## config.mk

```make
export PLATFORM = sky130hd
export DESIGN_NAME = rcr_top
export DESIGN_NICKNAME = d
export VERILOG_FILES = /design/src/rcr_wreg_tracker.v /design/src/rcr_top.v
export VERILOG_INCLUDE_DIRS = /design/src /design/src/inc
export SDC_FILE = /design/constraint.sdc
export NUM_CORES = 1
export LEC_CHECK = 0
export CAP_MARGIN = 20
export CORE_MARGIN = 2
export CORE_UTILIZATION = 55
export CTS_CLUSTER_DIAMETER = 150
export DETAILED_ROUTE_END_ITERATION = 10
export DONT_BUFFER_PORTS = 1
export PLACE_DENSITY = 0.7
export SLEW_MARGIN = 10
export SYNTH_ARGS = -nofsm -noshare
export SYNTH_HDL_FRONTEND = slang
export SYNTH_SLANG_ARGS = --single-unit
export TNS_END_PERCENT = 5
```

## constraint.sdc

```tcl
create_clock -name clk_i -period 3.2 [get_ports clk_i]
set_input_delay 0.32 -clock clk_i [delete_from_list [all_inputs] [get_ports clk_i]]
set_output_delay 0.32 -clock clk_i [all_outputs]
set_load 0.01 [all_outputs]
```

## src/inc/rcr_defines.vh

```
// Constants for the reset cause recorder
`ifndef RCR_DEFINES_VH
`define RCR_DEFINES_VH

`define RCR_ADDR_W        4
`define RCR_OFF_FLAGS     4'h0
`define RCR_OFF_IRQ_STAT  4'h4
`define RCR_OFF_IRQ_MASK  4'h8
`define RCR_OFF_CTRL      4'hc

`define RCR_BIT_TRAP      15
`define RCR_BIT_IOP       14
`define RCR_BIT_CM        9
`define RCR_BIT_EXT       7
`define RCR_BIT_SW        6
`define RCR_BIT_WDT       4
`define RCR_BIT_SLEEP     3
`define RCR_BIT_IDLE      2
`define RCR_BIT_BOR       1
`define RCR_BIT_POR       0

`define RCR_FLAG_MASK     16'hc2df
`define RCR_FLAGS_RST     16'h0000
`define RCR_WREG_INIT     16'h0000
`define RCR_NUM_W         16
`define RCR_WIDX_W        4

`define RCR_IRQ_W         5
`define RCR_IRQ_RESET     0
`define RCR_IRQ_UNINIT    1
`define RCR_IRQ_SECURITY  2
`define RCR_IRQ_WDT       3
`define RCR_IRQ_POWERSAVE 4
`define RCR_IRQ_ZERO      5'h00

`define RCR_CTRL_WDT_EN   0

`endif

```

## src/rcr_wreg_tracker.v

```verilog
// Working register array with uninitialised-use detection
`timescale 1ns/10ps
`include "rcr_defines.vh"
module rcr_wreg_tracker #(
   parameter NUM_W  = `RCR_NUM_W,
   parameter IDX_W  = `RCR_WIDX_W,
   parameter DATA_W = 16
) (
   input  wire              clk_i,      // System clock
   input  wire              clear_i,    // Any device reset
   input  wire              wr_en_i,    // Working register write
   input  wire [IDX_W-1:0]  wr_idx_i,   // Register written
   input  wire [DATA_W-1:0] wr_data_i,  // Write data
   input  wire              ptr_use_i,  // Register used as pointer
   input  wire [IDX_W-1:0]  ptr_idx_i,  // Pointer register index
   output reg  [DATA_W-1:0] ptr_data_o, // Pointer register value
   output reg               uninit_o    // Pulse: uninitialised pointer use
);
   reg [DATA_W-1:0] wreg_mem [0:NUM_W-1];
   reg [NUM_W-1:0]  valid_reg;
   integer          i;

   always @(posedge clk_i) begin
      if (clear_i) begin
         for (i = 0; i < NUM_W - 1; i = i + 1) begin
            wreg_mem[i] <= `RCR_WREG_INIT;
         end
         valid_reg                 <= {NUM_W{1'b0}};
         valid_reg[NUM_W-1]        <= 1'b1;
         uninit_o                  <= 1'b0;
         ptr_data_o                <= `RCR_WREG_INIT;
      end else begin
         if (wr_en_i) begin
            wreg_mem[wr_idx_i]  <= wr_data_i;
            valid_reg[wr_idx_i] <= 1'b1;
         end
         ptr_data_o <= wreg_mem[ptr_idx_i];
         uninit_o   <= ptr_use_i & ~valid_reg[ptr_idx_i];
      end
   end
endmodule

```

## src/rcr_top.v

```verilog
// Reset cause recorder with Wishbone register access
//
// Chosen here: the register offsets and the Wishbone slave port.
`timescale 1ns/10ps
`include "rcr_defines.vh"
module rcr_top #(
   parameter IDX_W = `RCR_WIDX_W
) (
   input  wire             clk_i,          // System clock, 50 MHz
   input  wire             rst_i,          // Sync reset, active high
   input  wire             por_i,          // Power-on reset event
   input  wire             brownout_reset_i, // Brown-out reset event
   input  wire             master_clear_pin_n_i, // Master clear pin, active low
   input  wire             trap_conflict_i, // Trap conflict event
   input  wire             illegal_opcode_i, // Illegal opcode event
   input  wire             config_mismatch_i, // Configuration mismatch event
   input  wire             reset_instr_i,  // Reset instruction executed
   input  wire             wdt_timeout_i,  // Watchdog time-out event
   input  wire             pwrsave_sleep_i, // Power-save sleep instruction
   input  wire             pwrsave_idle_i, // Power-save idle instruction
   input  wire             clear_watchdog_instruction_i, // Clear-watchdog instr
   input  wire             watchdog_config_fuse_i, // Watchdog fuse, 1 = unprogrammed
   input  wire             program_flow_change_i, // PC reloaded by branch type
   input  wire             vector_flow_change_i, // PC loaded with vector
   input  wire             target_restricted_i, // Flow target is restricted
   input  wire             wr_en_i,        // Working register write
   input  wire [IDX_W-1:0] wr_idx_i,       // Working register index
   input  wire [15:0]      wr_data_i,      // Working register data
   input  wire             ptr_use_i,      // Register used as pointer
   input  wire [IDX_W-1:0] ptr_idx_i,      // Pointer register index
   input  wire             wb_cyc_i,       // Wishbone cycle
   input  wire             wb_stb_i,       // Wishbone strobe
   input  wire             wb_we_i,        // Wishbone write enable
   input  wire [3:0]       wb_adr_i,       // Wishbone byte address
   input  wire [3:0]       wb_sel_i,       // Wishbone byte selects
   input  wire [31:0]      wb_dat_i,       // Wishbone write data
   output reg  [31:0]      wb_dat_o,       // Wishbone read data
   output reg              wb_ack_o,       // Wishbone acknowledge
   output reg              device_reset_o, // Device reset request pulse
   output reg              wdt_enable_o,   // Watchdog effective enable
   output reg  [15:0]      ptr_data_o,     // Pointer register value
   output reg              irq_o           // Interrupt, level
);
   reg  [15:0]            flags_reg;
   reg  [15:0]            flags_next;
   reg  [`RCR_IRQ_W-1:0]  irq_stat_reg;
   reg  [`RCR_IRQ_W-1:0]  irq_stat_next;
   reg  [`RCR_IRQ_W-1:0]  irq_mask_reg;
   reg                    sw_wdt_en_reg;
   reg  [1:0]             master_clear_pin_sync_reg;
   reg                    master_clear_pin_prev_reg;
   reg                    rst_pulse_reg;
   wire                   uninit;
   wire [15:0]            ptr_data;
   wire                   security;
   wire                   master_clear_pin_event;
   wire                   any_reset;
   wire                   bus_req;
   wire                   bus_wr;
   wire                   cause_reset;
   wire [15:0]            hw_set;
   wire [15:0]            hw_clr;
   wire [`RCR_IRQ_W-1:0]  irq_events;

   function [15:0] bit16;
      input integer pos;
      begin
         bit16      = 16'h0000;
         bit16[pos] = 1'b1;
      end
   endfunction

   // Pin passes two flops before use
   always @(posedge clk_i) begin
      master_clear_pin_sync_reg <= {master_clear_pin_sync_reg[0], ~master_clear_pin_n_i};
      master_clear_pin_prev_reg <= master_clear_pin_sync_reg[1];
   end
   assign master_clear_pin_event = master_clear_pin_sync_reg[1] & ~master_clear_pin_prev_reg;

   assign security = (program_flow_change_i | vector_flow_change_i) & target_restricted_i;

   assign cause_reset = uninit | security | illegal_opcode_i | trap_conflict_i |
                        config_mismatch_i | reset_instr_i | wdt_timeout_i | master_clear_pin_event;
   assign any_reset   = cause_reset | por_i | brownout_reset_i | rst_i;

   rcr_wreg_tracker #(
      .NUM_W  (`RCR_NUM_W),
      .IDX_W  (IDX_W),
      .DATA_W (16)
   ) u_wreg (
      .clk_i      (clk_i),
      .clear_i    (any_reset | rst_pulse_reg),
      .wr_en_i    (wr_en_i),
      .wr_idx_i   (wr_idx_i),
      .wr_data_i  (wr_data_i),
      .ptr_use_i  (ptr_use_i),
      .ptr_idx_i  (ptr_idx_i),
      .ptr_data_o (ptr_data),
      .uninit_o   (uninit)
   );

   assign hw_set = ({16{trap_conflict_i}}   & bit16(`RCR_BIT_TRAP))  |
                   ({16{illegal_opcode_i | uninit | security}} & bit16(`RCR_BIT_IOP)) |
                   ({16{config_mismatch_i}} & bit16(`RCR_BIT_CM))    |
                   ({16{master_clear_pin_event}}        & bit16(`RCR_BIT_EXT))   |
                   ({16{reset_instr_i}}     & bit16(`RCR_BIT_SW))    |
                   ({16{wdt_timeout_i}}     & bit16(`RCR_BIT_WDT))   |
                   ({16{pwrsave_sleep_i}}   & bit16(`RCR_BIT_SLEEP)) |
                   ({16{pwrsave_idle_i}}    & bit16(`RCR_BIT_IDLE))  |
                   ({16{por_i | brownout_reset_i}} & bit16(`RCR_BIT_BOR)) |
                   ({16{por_i}}             & bit16(`RCR_BIT_POR));

   assign hw_clr = ({16{por_i | brownout_reset_i}} &
                    ~(bit16(`RCR_BIT_EXT) | bit16(`RCR_BIT_BOR) | bit16(`RCR_BIT_POR))) |
                   ({16{por_i}} & bit16(`RCR_BIT_EXT)) |
                   ({16{pwrsave_sleep_i | pwrsave_idle_i | clear_watchdog_instruction_i}} &
                    bit16(`RCR_BIT_WDT));

   assign bus_req = wb_cyc_i & wb_stb_i & ~wb_ack_o;
   assign bus_wr  = bus_req & wb_we_i;

   always @* begin
      flags_next = flags_reg;
      if (bus_wr && wb_adr_i == `RCR_OFF_FLAGS) begin
         if (wb_sel_i[0]) begin
            flags_next[7:0] = wb_dat_i[7:0];
         end
         if (wb_sel_i[1]) begin
            flags_next[15:8] = wb_dat_i[15:8];
         end
      end
      flags_next = flags_next & ~hw_clr;
      flags_next = (flags_next | hw_set) & `RCR_FLAG_MASK;
   end

   assign irq_events = {pwrsave_sleep_i | pwrsave_idle_i, wdt_timeout_i, security,
                        uninit, cause_reset};

   always @* begin
      irq_stat_next = irq_stat_reg;
      if (bus_wr && wb_adr_i == `RCR_OFF_IRQ_STAT && wb_sel_i[0]) begin
         irq_stat_next = irq_stat_reg & ~wb_dat_i[`RCR_IRQ_W-1:0];
      end
      irq_stat_next = irq_stat_next | irq_events;
   end

   // Flags survive rst_i; only por_i reloads them, events and bus writes go through flags_next
   always @(posedge clk_i) begin
      if (por_i) begin
         flags_reg <= `RCR_FLAGS_RST | bit16(`RCR_BIT_POR) | bit16(`RCR_BIT_BOR);
      end else begin
         flags_reg <= flags_next;
      end
   end

   always @(posedge clk_i) begin
      if (rst_i) begin
         irq_stat_reg   <= `RCR_IRQ_ZERO;
         irq_mask_reg   <= `RCR_IRQ_ZERO;
         sw_wdt_en_reg  <= 1'b0;
         wb_ack_o       <= 1'b0;
         wb_dat_o       <= 32'h00000000;
         device_reset_o <= 1'b0;
         wdt_enable_o   <= 1'b0;
         ptr_data_o     <= 16'h0000;
         irq_o          <= 1'b0;
         rst_pulse_reg  <= 1'b1;
      end else begin
         rst_pulse_reg  <= 1'b0;
         irq_stat_reg   <= irq_stat_next;
         wb_ack_o       <= bus_req;
         device_reset_o <= cause_reset | por_i | brownout_reset_i;
         wdt_enable_o   <= watchdog_config_fuse_i | sw_wdt_en_reg;
         ptr_data_o     <= ptr_data;
         irq_o          <= |(irq_stat_next & irq_mask_reg);
         if (bus_wr && wb_sel_i[0]) begin
            if (wb_adr_i == `RCR_OFF_IRQ_MASK) begin
               irq_mask_reg <= wb_dat_i[`RCR_IRQ_W-1:0];
            end else if (wb_adr_i == `RCR_OFF_CTRL) begin
               sw_wdt_en_reg <= wb_dat_i[`RCR_CTRL_WDT_EN];
            end
         end
         if (bus_req && !wb_we_i) begin
            if (wb_adr_i == `RCR_OFF_FLAGS) begin
               wb_dat_o <= {16'h0000, flags_reg};
            end else if (wb_adr_i == `RCR_OFF_IRQ_STAT) begin
               wb_dat_o <= {27'h0000000, irq_stat_reg};
            end else if (wb_adr_i == `RCR_OFF_IRQ_MASK) begin
               wb_dat_o <= {27'h0000000, irq_mask_reg};
            end else if (wb_adr_i == `RCR_OFF_CTRL) begin
               wb_dat_o <= {31'h00000000, sw_wdt_en_reg};
            end else begin
               wb_dat_o <= 32'h00000000;
            end
         end
      end
   end
endmodule

```

[After elaboration in Yosys (flattened, before gate mapping)]
Memories as Yosys holds them, arrays and structs flattened. A register that Yosys moved wholly into a read port is not among the register bits.
Index checks and enable logic that the tools add are counted.
Cells by class
  add/subtract/negate cells: 0
  reductions and logical operators: 12
  divide/modulo/power cells: 0
  multiply operators: 0
  bitwise logic cells: 48
  muxes and demuxes: 21
  shifts and indexed selects: 0
  eq/ne operators: 3
  $lt $le $gt $ge: 3
Operator list (count)
  16-bit two-way mux: 3
  16-bit bitwise OR: 2
  16-bit by 5-bit bitwise OR with 16-bit output: 2
  16-bit by 8-bit bitwise OR with 16-bit output: 2
  1-bit bitwise OR: 18
  16-bit AND: 1
  8-bit two-way mux: 2
  16-bit NOT: 1
  16-bit by 1-bit bitwise OR with 16-bit output: 1
  16-bit by 10-bit bitwise OR with 16-bit output: 1
  16-bit by 15-bit bitwise OR with 16-bit output: 1
  16-bit by 2-bit bitwise OR with 16-bit output: 1
  16-bit by 3-bit bitwise OR with 16-bit output: 1
  16-bit by 4-bit bitwise OR with 16-bit output: 1
  16-bit by 7-bit bitwise OR with 16-bit output: 1
  16-bit OR reduction: 1
  5-bit two-way mux: 3
  5-bit AND: 2
  4-bit by 5-bit < comparator with 1-bit output, second input constant: 2
  1-bit two-way mux: 10
  4-bit equality test, second input constant: 2
  1-bit AND: 6
  1-bit logical AND: 6
  1-bit NOT: 5
  other kinds (12): 12
Storage, ports and cells
  bits in writable memories: 256
  memory bits (read-only): 0
  input port bits: 86
  bits in registers: 100
  memories: 1
  word-level logic and storage cells: 104
  bits in latches: 0
Memories
  u_wreg.wreg_mem: words 16, width 16, read ports 1, clocked after memory_dff 1, write ports 15, RTL line rcr_wreg_tracker.v:19  | reg [DATA_W-1:0] wreg_mem [0:NUM_W-1];

[Logic depth before layout (Yosys ltp)]
Gate-level depths: netlist of run 1.
  depth after elaboration: 17
  mapped depth: 8
  depth with buffers taken out: 5

[By module]
From an unflattened synthesis of run 1, not the netlist that was laid out.
Second synthesis, totals
  cells, all modules: 1009
  area total of the unflattened synthesis: 14734.1 um^2
Modules (own cells, without submodules)
  rcr_wreg_tracker: times used 1, cells each 774, sequential area each 8348.0 um^2, area each 12497.0 um^2
  rcr_top: times used 1, cells each 235, sequential area each 1101.1 um^2, area each 2237.1 um^2

[Least setup slack after synthesis of run 1]
No wires, ideal clock.
  kind: in2reg
  start point: in wdt_timeout_i
  end point: mem u_wreg.wreg_mem[15][0] (enable)
  stages on the path: 6
  arrival time: 2392 ps
  data required time: 2812 ps
  slack: 420 ps
  buffers on the path: 1
  setup time: 388 ps
  cell sequence: nor4_1 -> nand4_1 -> nor4b_1 -> nand3_1 -> clkbuf_1 -> nor2_1
RTL lines
  start: declaration: RTL line rcr_top.v:18  | input wire wdt_timeout_i,
  end: declaration: RTL line rcr_wreg_tracker.v:19

==> reports/metrics.yaml, run 1 <==
status:
  status: "complete, no violations"
clock_network:
  cts_made_buffers: 35
  clkSinkCount: 344
  clk_latency_ns: 0.51
  clk_pin_slew_ns: 0.06
  cts_tree: "done"
  clk_path_buf_depth: 3
  cts-root-buf: "clkbuf_16"
  cts_setup_buffers: 0
  postCtsHoldBufs: 38
  cts_resized: 0
  htree_levels: 2
power:
  power.static_leakage_nw: 5.98
  ir_worst_vdd_mv: 0.504
  powerDensity_mw_per_mm2: 543
final_layout:
  top_register: "u_wreg.wreg_mem"
  drive_gt1_share_pct: 18.9
  stdcell_area_mm2: 0.0163
  fin_util_pct: 62.9
  diodes: 0
  largest_register_ffs: 256
  fin_nets: 1191
  area_delta_synth_final_pct: 13.1
routing:
  via_count: 8845
  ant_nets: 0
  via_per_inst: 6.04
  first_iter_violations: 1076
  wl_per_cell_um: 23.4
  wl_um: 34300
  drtPass1Iterations: 7
  drc_errors: 0
synthesis:
  ys_dominant_reg_cell: "edfxtp_1"
  synth_edf_count: 256
  synth_top_area_share_pct: 53.5
  yosys_warnings: 0
  yosys.area.top_type: "edfxtp_1"
  synth_area_leaders: "edfxtp_1, mux4_2, dfxtp_1, nor2_1, nand2_1"
  syn_area_per_cell_um2: 13.5
  synthArstFlopShare_pct: 0
  syn_inst: 1061
  yosys_register_bits: 344
  synth.distinct_cells: 46
  yosysSeqAreaShare_pct: 65.7
  synth_area_mm2: 0.0144
critical_path:
  reg2regPathDepth: 6
  worstSetupPathDepth: 6
  path_cells: "dlygate4sd3_1 > nor2_1 > or4b_1 > or2_2 > buf_4 > nor2_1"
  start_kind: "input pin"
  criticalPathCategory: "in2reg"
  crit_arrival_ns: 2.95
  cpLargestDelayFamily: "simple AND/OR/NAND/NOR gates"
  cp_num_buf_inv: 2
  cp-end-kind: "flip-flop"
  regToRegSetupSlack_ns: 0.82
  cpMaxStageDelayCell: "dlygate4sd3_1"
  cpMostUsedCell: "nor2_1"
  path_max_fanout: 22
  r2r-end: "u_wreg.wreg_mem[7][0]$_SDFFCE_PN0P_"
  r2r-start: "u_wreg.uninit_o$_SDFF_PP0_"
  slowest_delay_ns: 0.71
  worstPathRequired_ns: 3.57
worst_hold_path:
  hp-start: "wb_dat_i[7]"
  worst_hold_path.endpoint: "flags_reg[7]$_SDFF_PP0_"
  holdPathStages: 2
  hold_path_class: "in2reg"
grt:
  top_usage_layer: "met2"
  grt_max_degree: 69
  grt_pass1_vias: 8802
  grt_overflow_total: 0
  grt_pass1_wl_um: 52000
  gr-usage-met2_pct: 39.2
  grt_use_met3_pct: 6.91
  use_met1_pct: 35.3
  antenna_found_initial: 1
  track_usage_pct: 25.2
sta:
  fmax_ghz: 0.387
  hold_viol: 0
  rsz0062_at_grt: "false"
  slew_viol_final: 0
  setup_viol: 0
  finalClockSkew_ns: 0.0112
  period_needed_ns: 2.58
  tightest_slew_ns: 1.09
  period_share_pct: 80.7
  relSlewSlack_pct: 27.5
  tns_ns: 0
place:
  portBuffers: 0
  place_area_mm2: 0.0148
  gp_congestion: 0.799
  dp_hpwl_um: 21000
floorplan:
  die_y_um: 166
  num_rows: 59
  ios: 138
  initial_core_util_pct: 55.6
  die_area_mm2: 0.0274
  coreArea_mm2: 0.0258
  die_x_um: 166
run:
  maxCapViolCount: 0
## cell usage after synthesis (2+ instances only)
library cell / n
nor2_2: 4
a21oi_1: 11
and3_1: 2
buf_4: 22
a31oi_1: 3
and2_1: 18
nor2_1: 273
buf_2: 5
buf_6: 9
or2_2: 3
nor4_1: 2
nand4_1: 4
nand2b_1: 3
nand2_1: 91
inv_1: 9
o21ai_0: 40
nor3_1: 4
a22oi_1: 10
or2_1: 3
nand3_1: 6
mux2i_1: 11
clkbuf_1: 53
edfxtp_1: 256
mux2_2: 7
nor2b_1: 17
buf_1: 2
nand3b_1: 2
dfxtp_1: 88
mux4_2: 86
## where the power goes
group          internal (mW)  total [mW]  switching, mW
clock                   2.20        3.84           1.63
sequential              4.75        4.76        0.00967
combinational          0.115       0.228          0.113
## layout by cell type (no fill, tap or decap), types with 4 or more instances in the layout
cell type,Yosys,layout
nor2b_1,17,17
buf_4,22,36
edfxtp_1,256,256
nor2_2,4,5
clkinv_2,0,7
nor2_1,273,272
clkbuf_1,53,6
clkbuf_16,0,38
or2_2,3,5
clkinv_1,0,6
inv_1,9,9
dlygate4sd3_1,0,37
nand2_1,91,91
conb_1,1,22
o21ai_2,0,15
dfxtp_1,88,88
buf_12,0,5
nand3_1,6,5
o21ai_0,40,25
a22oi_1,10,10
nor3_1,4,4
mux2_2,7,7
mux4_2,86,86
and2_1,18,18
nand4_1,4,4
a21oi_1,11,11
mux2i_1,11,11
## per-layer routing
metal | up-vias | wire (um)
met3 | 57 | 4170
li1 | 3871 | -
met2 | 521 | 16100
met5 | - | 9
met4 | 2 | 816
met1 | 4394 | 13200
## cell type report
type	instances	area, um^2
Tap cell	335	419
Fill cell	1916	9580
Clock buffer	47	1010
Sequential cell	344	9450
Multi-Input combinational cell	637	4540
Inverter	9	33.8
Clock inverter	14	65.1
Timing Repair Buffer	78	741
## cell families after synthesis
kind of cell | share of synthesized area [%]
other | 0.0261
buffers and inverters | 3.73
DFF | 65.7
and+or+nand+nor | 12.8
muxes | 14.8
AOI/OAI and AO/OA | 2.93
## per-stage QoR
step	worst slack (ns)	power [mW]	std cells	hold slack, ns
5_1_grt	0.483	9.04	1464	0.0209
3_5_place_dp	0.567	5.03	1365	0.318
2_1_floorplan	0.420	5.06	1082	0.310
4_1_cts	0.629	8.86	1464	0.00821
3_3_place_gp	0.602	5.03	1365	0.312
6_report	0.616	8.82	1464	0.0203
## how the worst max path moves through the flow
stage | slack [ns] | from | end
6_report | 0.62 | por_i | u_wreg.wreg_mem[7][0]$_SDFFCE_PN0P_
5_1_grt | 0.48 | por_i | u_wreg.wreg_mem[4][0]$_SDFFCE_PN0P_
4_1_cts | 0.63 | por_i | u_wreg.wreg_mem[7][0]$_SDFFCE_PN0P_
3_3_place_gp | 0.60 | vector_flow_change_i | u_wreg.wreg_mem[6][2]$_SDFFCE_PN0P_
3_5_place_dp | 0.57 | vector_flow_change_i | u_wreg.wreg_mem[7][0]$_SDFFCE_PN0P_
2_1_floorplan | 0.42 | wdt_timeout_i | u_wreg.wreg_mem[15][0]$_DFFE_PP_
No activity file was read; power rests on OpenSTA's default activity.
==> inputs of run 2 (changes only) <==
--- a/config.mk
+++ b/config.mk
@@ -12,7 +12,7 @@
 export CTS_CLUSTER_DIAMETER = 150
 export DETAILED_ROUTE_END_ITERATION = 10
 export DONT_BUFFER_PORTS = 1
-export PLACE_DENSITY = 0.7
+export PLACE_DENSITY = 0.73
 export SLEW_MARGIN = 10
 export SYNTH_ARGS = -nofsm -noshare
 export SYNTH_HDL_FRONTEND = slang
==> constraint.sdc (replaced) <==
create_clock -name clk_i -period 2.3 [get_ports clk_i]
set_input_delay 0.23 -clock clk_i [delete_from_list [all_inputs] [get_ports clk_i]]
set_output_delay 0.23 -clock clk_i [all_outputs]
set_load 0.01 [all_outputs]
==> reports/metrics.yaml, run 2 (synthesis results as in run 1) <==
status:
  status: "complete, no violations"
power:
  powerDensity_mw_per_mm2: 773  # +42%
  seqPwrFrac_pct: 51.5  # -2.4 points
  intPower_mw: 10.4  # +46%
  power.switching_mw: 2.50  # +42%
  combPwrFrac_pct: 2.8  # +0.2 points
  p_sw_share_pct: 19.4  # -0.48 points
  power.static_leakage_nw: 6.15  # +2.9%
  finalPower_mw: 12.8  # +46%
  ir_worst_vdd_mv: 0.656  # +30%
  p_clk_share_pct: 45.6  # +2.1 points
sta:
  finalClockSkew_ns: 0.0155  # +0.00431 ns
  relSlewSlack_pct: 57.1  # +30 points
  rsz0062_at_grt: "false"
  period_needed_ns: 2.20
  period_share_pct: 95.6
  worst_slack_ns: 0.100  # -0.516 ns
  fmax_ghz: 0.455
  tightest_slew_ns: 0.638  # -0.449 ns
  hold_viol: 0  # unchanged
  setup_viol: 0  # unchanged
  slew_viol_final: 0  # unchanged
  fin_hold_ws_ns: 0.00669  # -0.0136 ns
clock_network:
  clkSinkCount: 344  # unchanged
  clk_latency_ns: 0.52  # about the same
  cts-root-buf: "clkbuf_16"
  cts_tree: "done"
  htree_levels: 2  # unchanged
  clk_path_buf_depth: 3  # unchanged
  cts_made_buffers: 36  # +2.9%
  clk_pin_slew_ns: 0.06  # about the same
worst_hold_path:
  holdPathStages: 2  # unchanged
  hp-start: "pwrsave_idle_i"
  hold_path_class: "in2reg"
  worst_hold_path.endpoint: "irq_o$_SDFF_PP0_"
critical_path:
  start_kind: "flip-flop"
  crit_arrival_ns: 2.55  # -0.40 ns
  path_cells: "nor2_1 > nand4_1 > or4b_4 > or2_2 > buf_12 > nor2_1"
  cpLargestDelayFamily: "simple AND/OR/NAND/NOR gates"
  reg2regPathDepth: 6  # unchanged
  criticalPathCategory: "reg2reg"
  cpMostUsedCell: "nor2_1"
  r2r-start: "u_wreg.uninit_o$_SDFF_PP0_"
  cp-end-kind: "flip-flop"
  r2r-end: "u_wreg.wreg_mem[11][7]$_SDFFCE_PN0P_"
  regToRegSetupSlack_ns: 0.10  # -0.72 ns
  slowest_delay_ns: 0.57  # -0.14 ns
  worstPathRequired_ns: 2.65  # -0.92 ns
  cpMaxStageDelayCell: "or4b_4"
  cp_num_buf_inv: 1  # -1
  path_max_fanout: 60  # +170%
place:
  portBuffers: 0  # unchanged
  place_area_mm2: 0.0149  # +0.73%
  place_ws_ns: 0.0794  # -0.487 ns
  dp_hpwl_um: 21200  # +1.1%
  gp_congestion: 0.808  # +1.1%
routing:
  wl_um: 34300  # +0.17%
  met1_length_um: 13200  # about the same
  drc_errors: 0  # unchanged
  first_iter_violations: 1179  # +9.6%
  via_count: 8841  # -0.045%
  met3WireLength_um: 4270  # +2.4%
  wl_per_cell_um: 23.1  # -1.1%
  via_per_inst: 5.96  # -1.3%
  ant_nets: 0  # unchanged
  wl_met2_um: 16200  # +0.71%
  top_layer: "met5"
  drtPass1Iterations: 5  # -2
floorplan:
  initial_core_util_pct: 55.6  # unchanged
  die_y_um: 166  # unchanged
  die_area_mm2: 0.0274  # unchanged
  ios: 138  # unchanged
  coreArea_mm2: 0.0258  # unchanged
  die_x_um: 166  # unchanged
  num_rows: 59  # unchanged
final_layout:
  fin_nets: 1206  # +1.3%
  diodes: 0  # unchanged
  stdcell_area_mm2: 0.0166  # +2.2%
  top_register: "u_wreg.wreg_mem"
  drive_gt1_share_pct: 19.5  # +0.65 points
  layout_common_cells: "nor2_1, edfxtp_1, nand2_1, dfxtp_1, mux4_2"
  fin_util_pct: 64.3  # +1.4 points
  fillCellCount: 1840  # -4.0%
  final_common_cell: "nor2_1"
  largest_register_ffs: 256  # unchanged
  area_delta_synth_final_pct: 15.6
run:
  maxCapViolCount: 0  # unchanged
grt:
  track_usage_pct: 24.8  # -0.40 points
  grt_pass1_vias: 8732  # -0.80%
  grt_pass1_wl_um: 51100  # -1.8%
  antenna_found_initial: 3  # +2
  grt_max_degree: 69  # unchanged
  grt_overflow_total: 0  # unchanged
-- run 2: area by class of cell --
class / count / area [um^2] / area share [%]
Tap cell: 335 / 419 / 2.52
Clock inverter: 14 / 148 / 0.889
Multi-Input combinational cell: 637 / 4550 / 27.4
Inverter: 9 / 33.8 / 0.203
Clock buffer: 52 / 1070 / 6.42
Sequential cell: 344 / 9450 / 56.9
Timing Repair Buffer: 92 / 946 / 5.69
-- run 2: worst max path at each step --
stage	startpoint	endpoint	slack [ns]	cells past startpoint
final	u_wreg.uninit_o$_SDFF_PP0_	u_wreg.wreg_mem[11][7]$_SDFFCE_PN0P_	0.10	6
after global routing	u_wreg.uninit_o$_SDFF_PP0_	u_wreg.wreg_mem[2][0]$_SDFFCE_PN0P_	0.02	6
after CTS	wb_ack_o$_SDFF_PP0_	flags_reg[4]$_SDFF_PP0_	0.01	6
after detailed placement	vector_flow_change_i	u_wreg.wreg_mem[0][10]$_SDFFCE_PN0P_	0.08	6
after global placement	vector_flow_change_i	u_wreg.wreg_mem[0][11]$_SDFFCE_PN0P_	0.12	6
after floorplan	wr_idx_i[1]	u_wreg.wreg_mem[8][0]$_SDFFCE_PN0P_	-0.15	3
-- run 2: metrics by stage --
step	TNS [ns]	instances
3_3_place_gp	0	1369
4_1_cts	0	1483
5_1_grt	0	1483
3_5_place_dp	0	1369
6_report	0	1483
2_1_floorplan	-22.23	1082
-- run 2: repair_timing --
item	4_1_cts	5_1_grt
resized for setup	0	2
buffers inserted	0	0
hold endpoints to repair	136	0
hold buffers	48	0
endpoints found under the setup margin	0	27
-- run 2: power groups by stage --
stage / sequential, mW / combinational (mW) / clock, mW
2_1_floorplan: 6.75 / 0.295 / 0
3_3_place_gp: 6.75 / 0.245 / 0
3_5_place_dp: 6.75 / 0.246 / 0
4_1_cts: 6.62 / 0.354 / 5.90
5_1_grt: 6.62 / 0.384 / 6.14
6_report: 6.62 / 0.362 / 5.86
-- run 2: per-layer routing --
metal / track usage [%] / up-vias
met2: 39.0 / 534
li1: - / 3909
met5: 0 / -
met4: 6.84 / 2
met1: 34.5 / 4334
met3: 7.05 / 62
==> inputs of run 3 (changes only) <==
--- a/config.mk
+++ b/config.mk
@@ -12,7 +12,7 @@
 export CTS_CLUSTER_DIAMETER = 150
 export DETAILED_ROUTE_END_ITERATION = 10
 export DONT_BUFFER_PORTS = 1
-export PLACE_DENSITY = 0.73
+export PLACE_DENSITY = 0.7
 export SLEW_MARGIN = 10
 export SYNTH_ARGS = -nofsm -noshare
 export SYNTH_HDL_FRONTEND = slang
==> constraint.sdc (replaced) <==
create_clock -name clk_i -period 2.6 [get_ports clk_i]
set_input_delay 0.26 -clock clk_i [delete_from_list [all_inputs] [get_ports clk_i]]
set_output_delay 0.26 -clock clk_i [all_outputs]
set_load 0.01 [all_outputs]
==> reports/metrics.yaml, run 3 (synthesis results as in run 1) <==
sta:
  hold_viol: 0  # unchanged
  tightest_slew_ns: 0.940  # +0.302 ns
  fmax_ghz: 0.426  # -6.3%
  rsz0062_at_grt: "false"
  fin_hold_ws_ns: 0.00789  # +0.00120 ns
  relSlewSlack_pct: 37.3  # -20 points
  period_share_pct: 90.3  # -5.3 points
  period_needed_ns: 2.35  # +0.148 ns
  setup_viol: 0  # unchanged
  slew_viol_final: 0  # unchanged
  finalClockSkew_ns: 0.0230  # +0.00755 ns
final_layout:
  fin_nets: 1198  # -0.66%
  final_common_cell: "nor2_1"
  top_register: "u_wreg.wreg_mem"
  largest_register_ffs: 256  # unchanged
  drive_gt1_share_pct: 18.9  # -0.59 points
  area_delta_synth_final_pct: 13.7
  fin_util_pct: 63.2  # -1.1 points
  layout_common_cells: "nor2_1, edfxtp_1, nand2_1, dfxtp_1, mux4_2"
  fillCellCount: 1916  # +4.1%
critical_path:
  crit_arrival_ns: 2.74  # +0.19 ns
  r2r-start: "wb_ack_o$_SDFF_PP0_"
  start_kind: "flip-flop"
  path_max_fanout: 8  # -87%
  cp-end-kind: "flip-flop"
  worstPathRequired_ns: 2.99  # +0.34 ns
  criticalPathCategory: "reg2reg"
  startpoint: "wb_ack_o$_SDFF_PP0_"
grt:
  grt_overflow_total: 0  # unchanged
  track_usage_pct: 25.1  # +0.32 points
  antenna_found_initial: 3  # unchanged
  grt_pass1_vias: 8932  # +2.3%
  grt_pass1_wl_um: 52200  # +2.2%
  grt_max_degree: 69  # unchanged
clock_network:
  cts_tree: "done"
  clkSinkCount: 344  # unchanged
  cts_resized: 0  # unchanged
  clk_latency_ns: 0.51  # about the same
  cts_setup_buffers: 0  # unchanged
  clk_pin_slew_ns: 0.06  # about the same
  clk_path_buf_depth: 3  # unchanged
  htree_levels: 2  # unchanged
  cts_made_buffers: 36  # unchanged
  postCtsHoldBufs: 41  # -15%
  cts-root-buf: "clkbuf_16"
place:
  dp_hpwl_um: 20700  # -2.7%
  gp_congestion: 0.786  # -2.7%
  portBuffers: 0  # unchanged
status:
  status: "complete, no violations"
routing:
  wl_per_cell_um: 23.2  # +0.23%
  drtPass1Iterations: 5  # unchanged
  drc_errors: 0  # unchanged
  via_count: 8808  # -0.37%
  first_iter_violations: 1222  # +3.6%
  ant_nets: 0  # unchanged
  wl_um: 34100  # -0.52%
  via_per_inst: 5.98  # +0.37%
floorplan:
  num_rows: 59  # unchanged
  die_x_um: 166  # unchanged
  initial_core_util_pct: 55.6  # unchanged
  coreArea_mm2: 0.0258  # unchanged
  die_y_um: 166  # unchanged
  die_area_mm2: 0.0274  # unchanged
  ios: 138  # unchanged
power:
  powerDensity_mw_per_mm2: 676  # -13%
  power.static_leakage_nw: 6.01  # -2.2%
  ir_worst_vdd_mv: 0.712  # +8.5%
run:
  maxCapViolCount: 0  # unchanged
worst_hold_path:
  hp-start: "wr_data_i[10]"
  hold_path_class: "in2reg"
==> run 3: cell count changes in the layout (fill, tap and decap cells not counted), moves of 2 or more <==
cell           previous run  this run
buf_12                   11         4
dlygate4sd3_1            47        40
buf_4                    34        40
clkinv_2                  2         6
clkbuf_1                  6         9
clkbuf_8                  6         3
clkbuf_2                  2         0
inv_6                     2         0
==> run 3: routing by layer <==
layer / part of all wire, % / vias up / track usage [%] / wire length [um]
met5: 0.026 / - / 0 / 9
met4: 3.0 / 2 / 8.28 / 1020
met3: 11 / 77 / 6.07 / 3730
met2: 45 / 484 / 38.1 / 15300
met1: 41 / 4355 / 36.3 / 14100
li1: - / 3890 / - / -
==> run 3: per-stage QoR <==
step	instance area (um^2)	total power [mW]	worst slack [ns]	TNS [ns]	cells
after detailed placement	14800	6.19	0.331	0	1368
after global placement	14800	6.19	0.359	0	1368
final	16300	11.0	0.252	0	1472
after global routing	16300	11.3	0.129	0	1471
after floorplan	14500	6.23	-0.0386	-5.56	1082
after CTS	16300	11.1	0.272	0	1471
==> run 3: power breakdown <==
group	internal, mW	switching, mW
Sequential	5.85	0.0125
Combinational	0.147	0.145
Clock	2.88	2.02
==> run 3: worst max-delay path, cell delays in order, from the launching register on <==
cell and delay [ns]:
dfxtp_1 0.35, and4b_1 0.38, nand3_1 0.40, mux2_2 0.41
nand3_1 0.08, a21oi_1 0.06, dlygate4sd3_1 0.57
==> run 3: final timing paths <==
path	slack [ns]	cells past startpoint	to
worst max-delay path	0.25	6	flags_reg[4]$_SDFF_PP0_
worst min register to register	0.33	0	master_clear_pin_sync_reg[1]$_DFF_P_
worst min-delay path	0.008	2	u_wreg.wreg_mem[3][10]$_SDFFCE_PN0P_
worst max register to register	0.25	6	flags_reg[4]$_SDFF_PP0_
==> run 3: layout make-up <==
type	instances	area, um^2	area share [%]
flip-flops and latches	344	9450	57.8
multi-input cells	637	4540	27.8
clock buffers	49	1000	6.13
repair buffers	84	781	4.78
well taps	335	419	2.57
clock inverters	13	109	0.666
inverters	9	33.8	0.207
diodes	1	2.50	0.0153
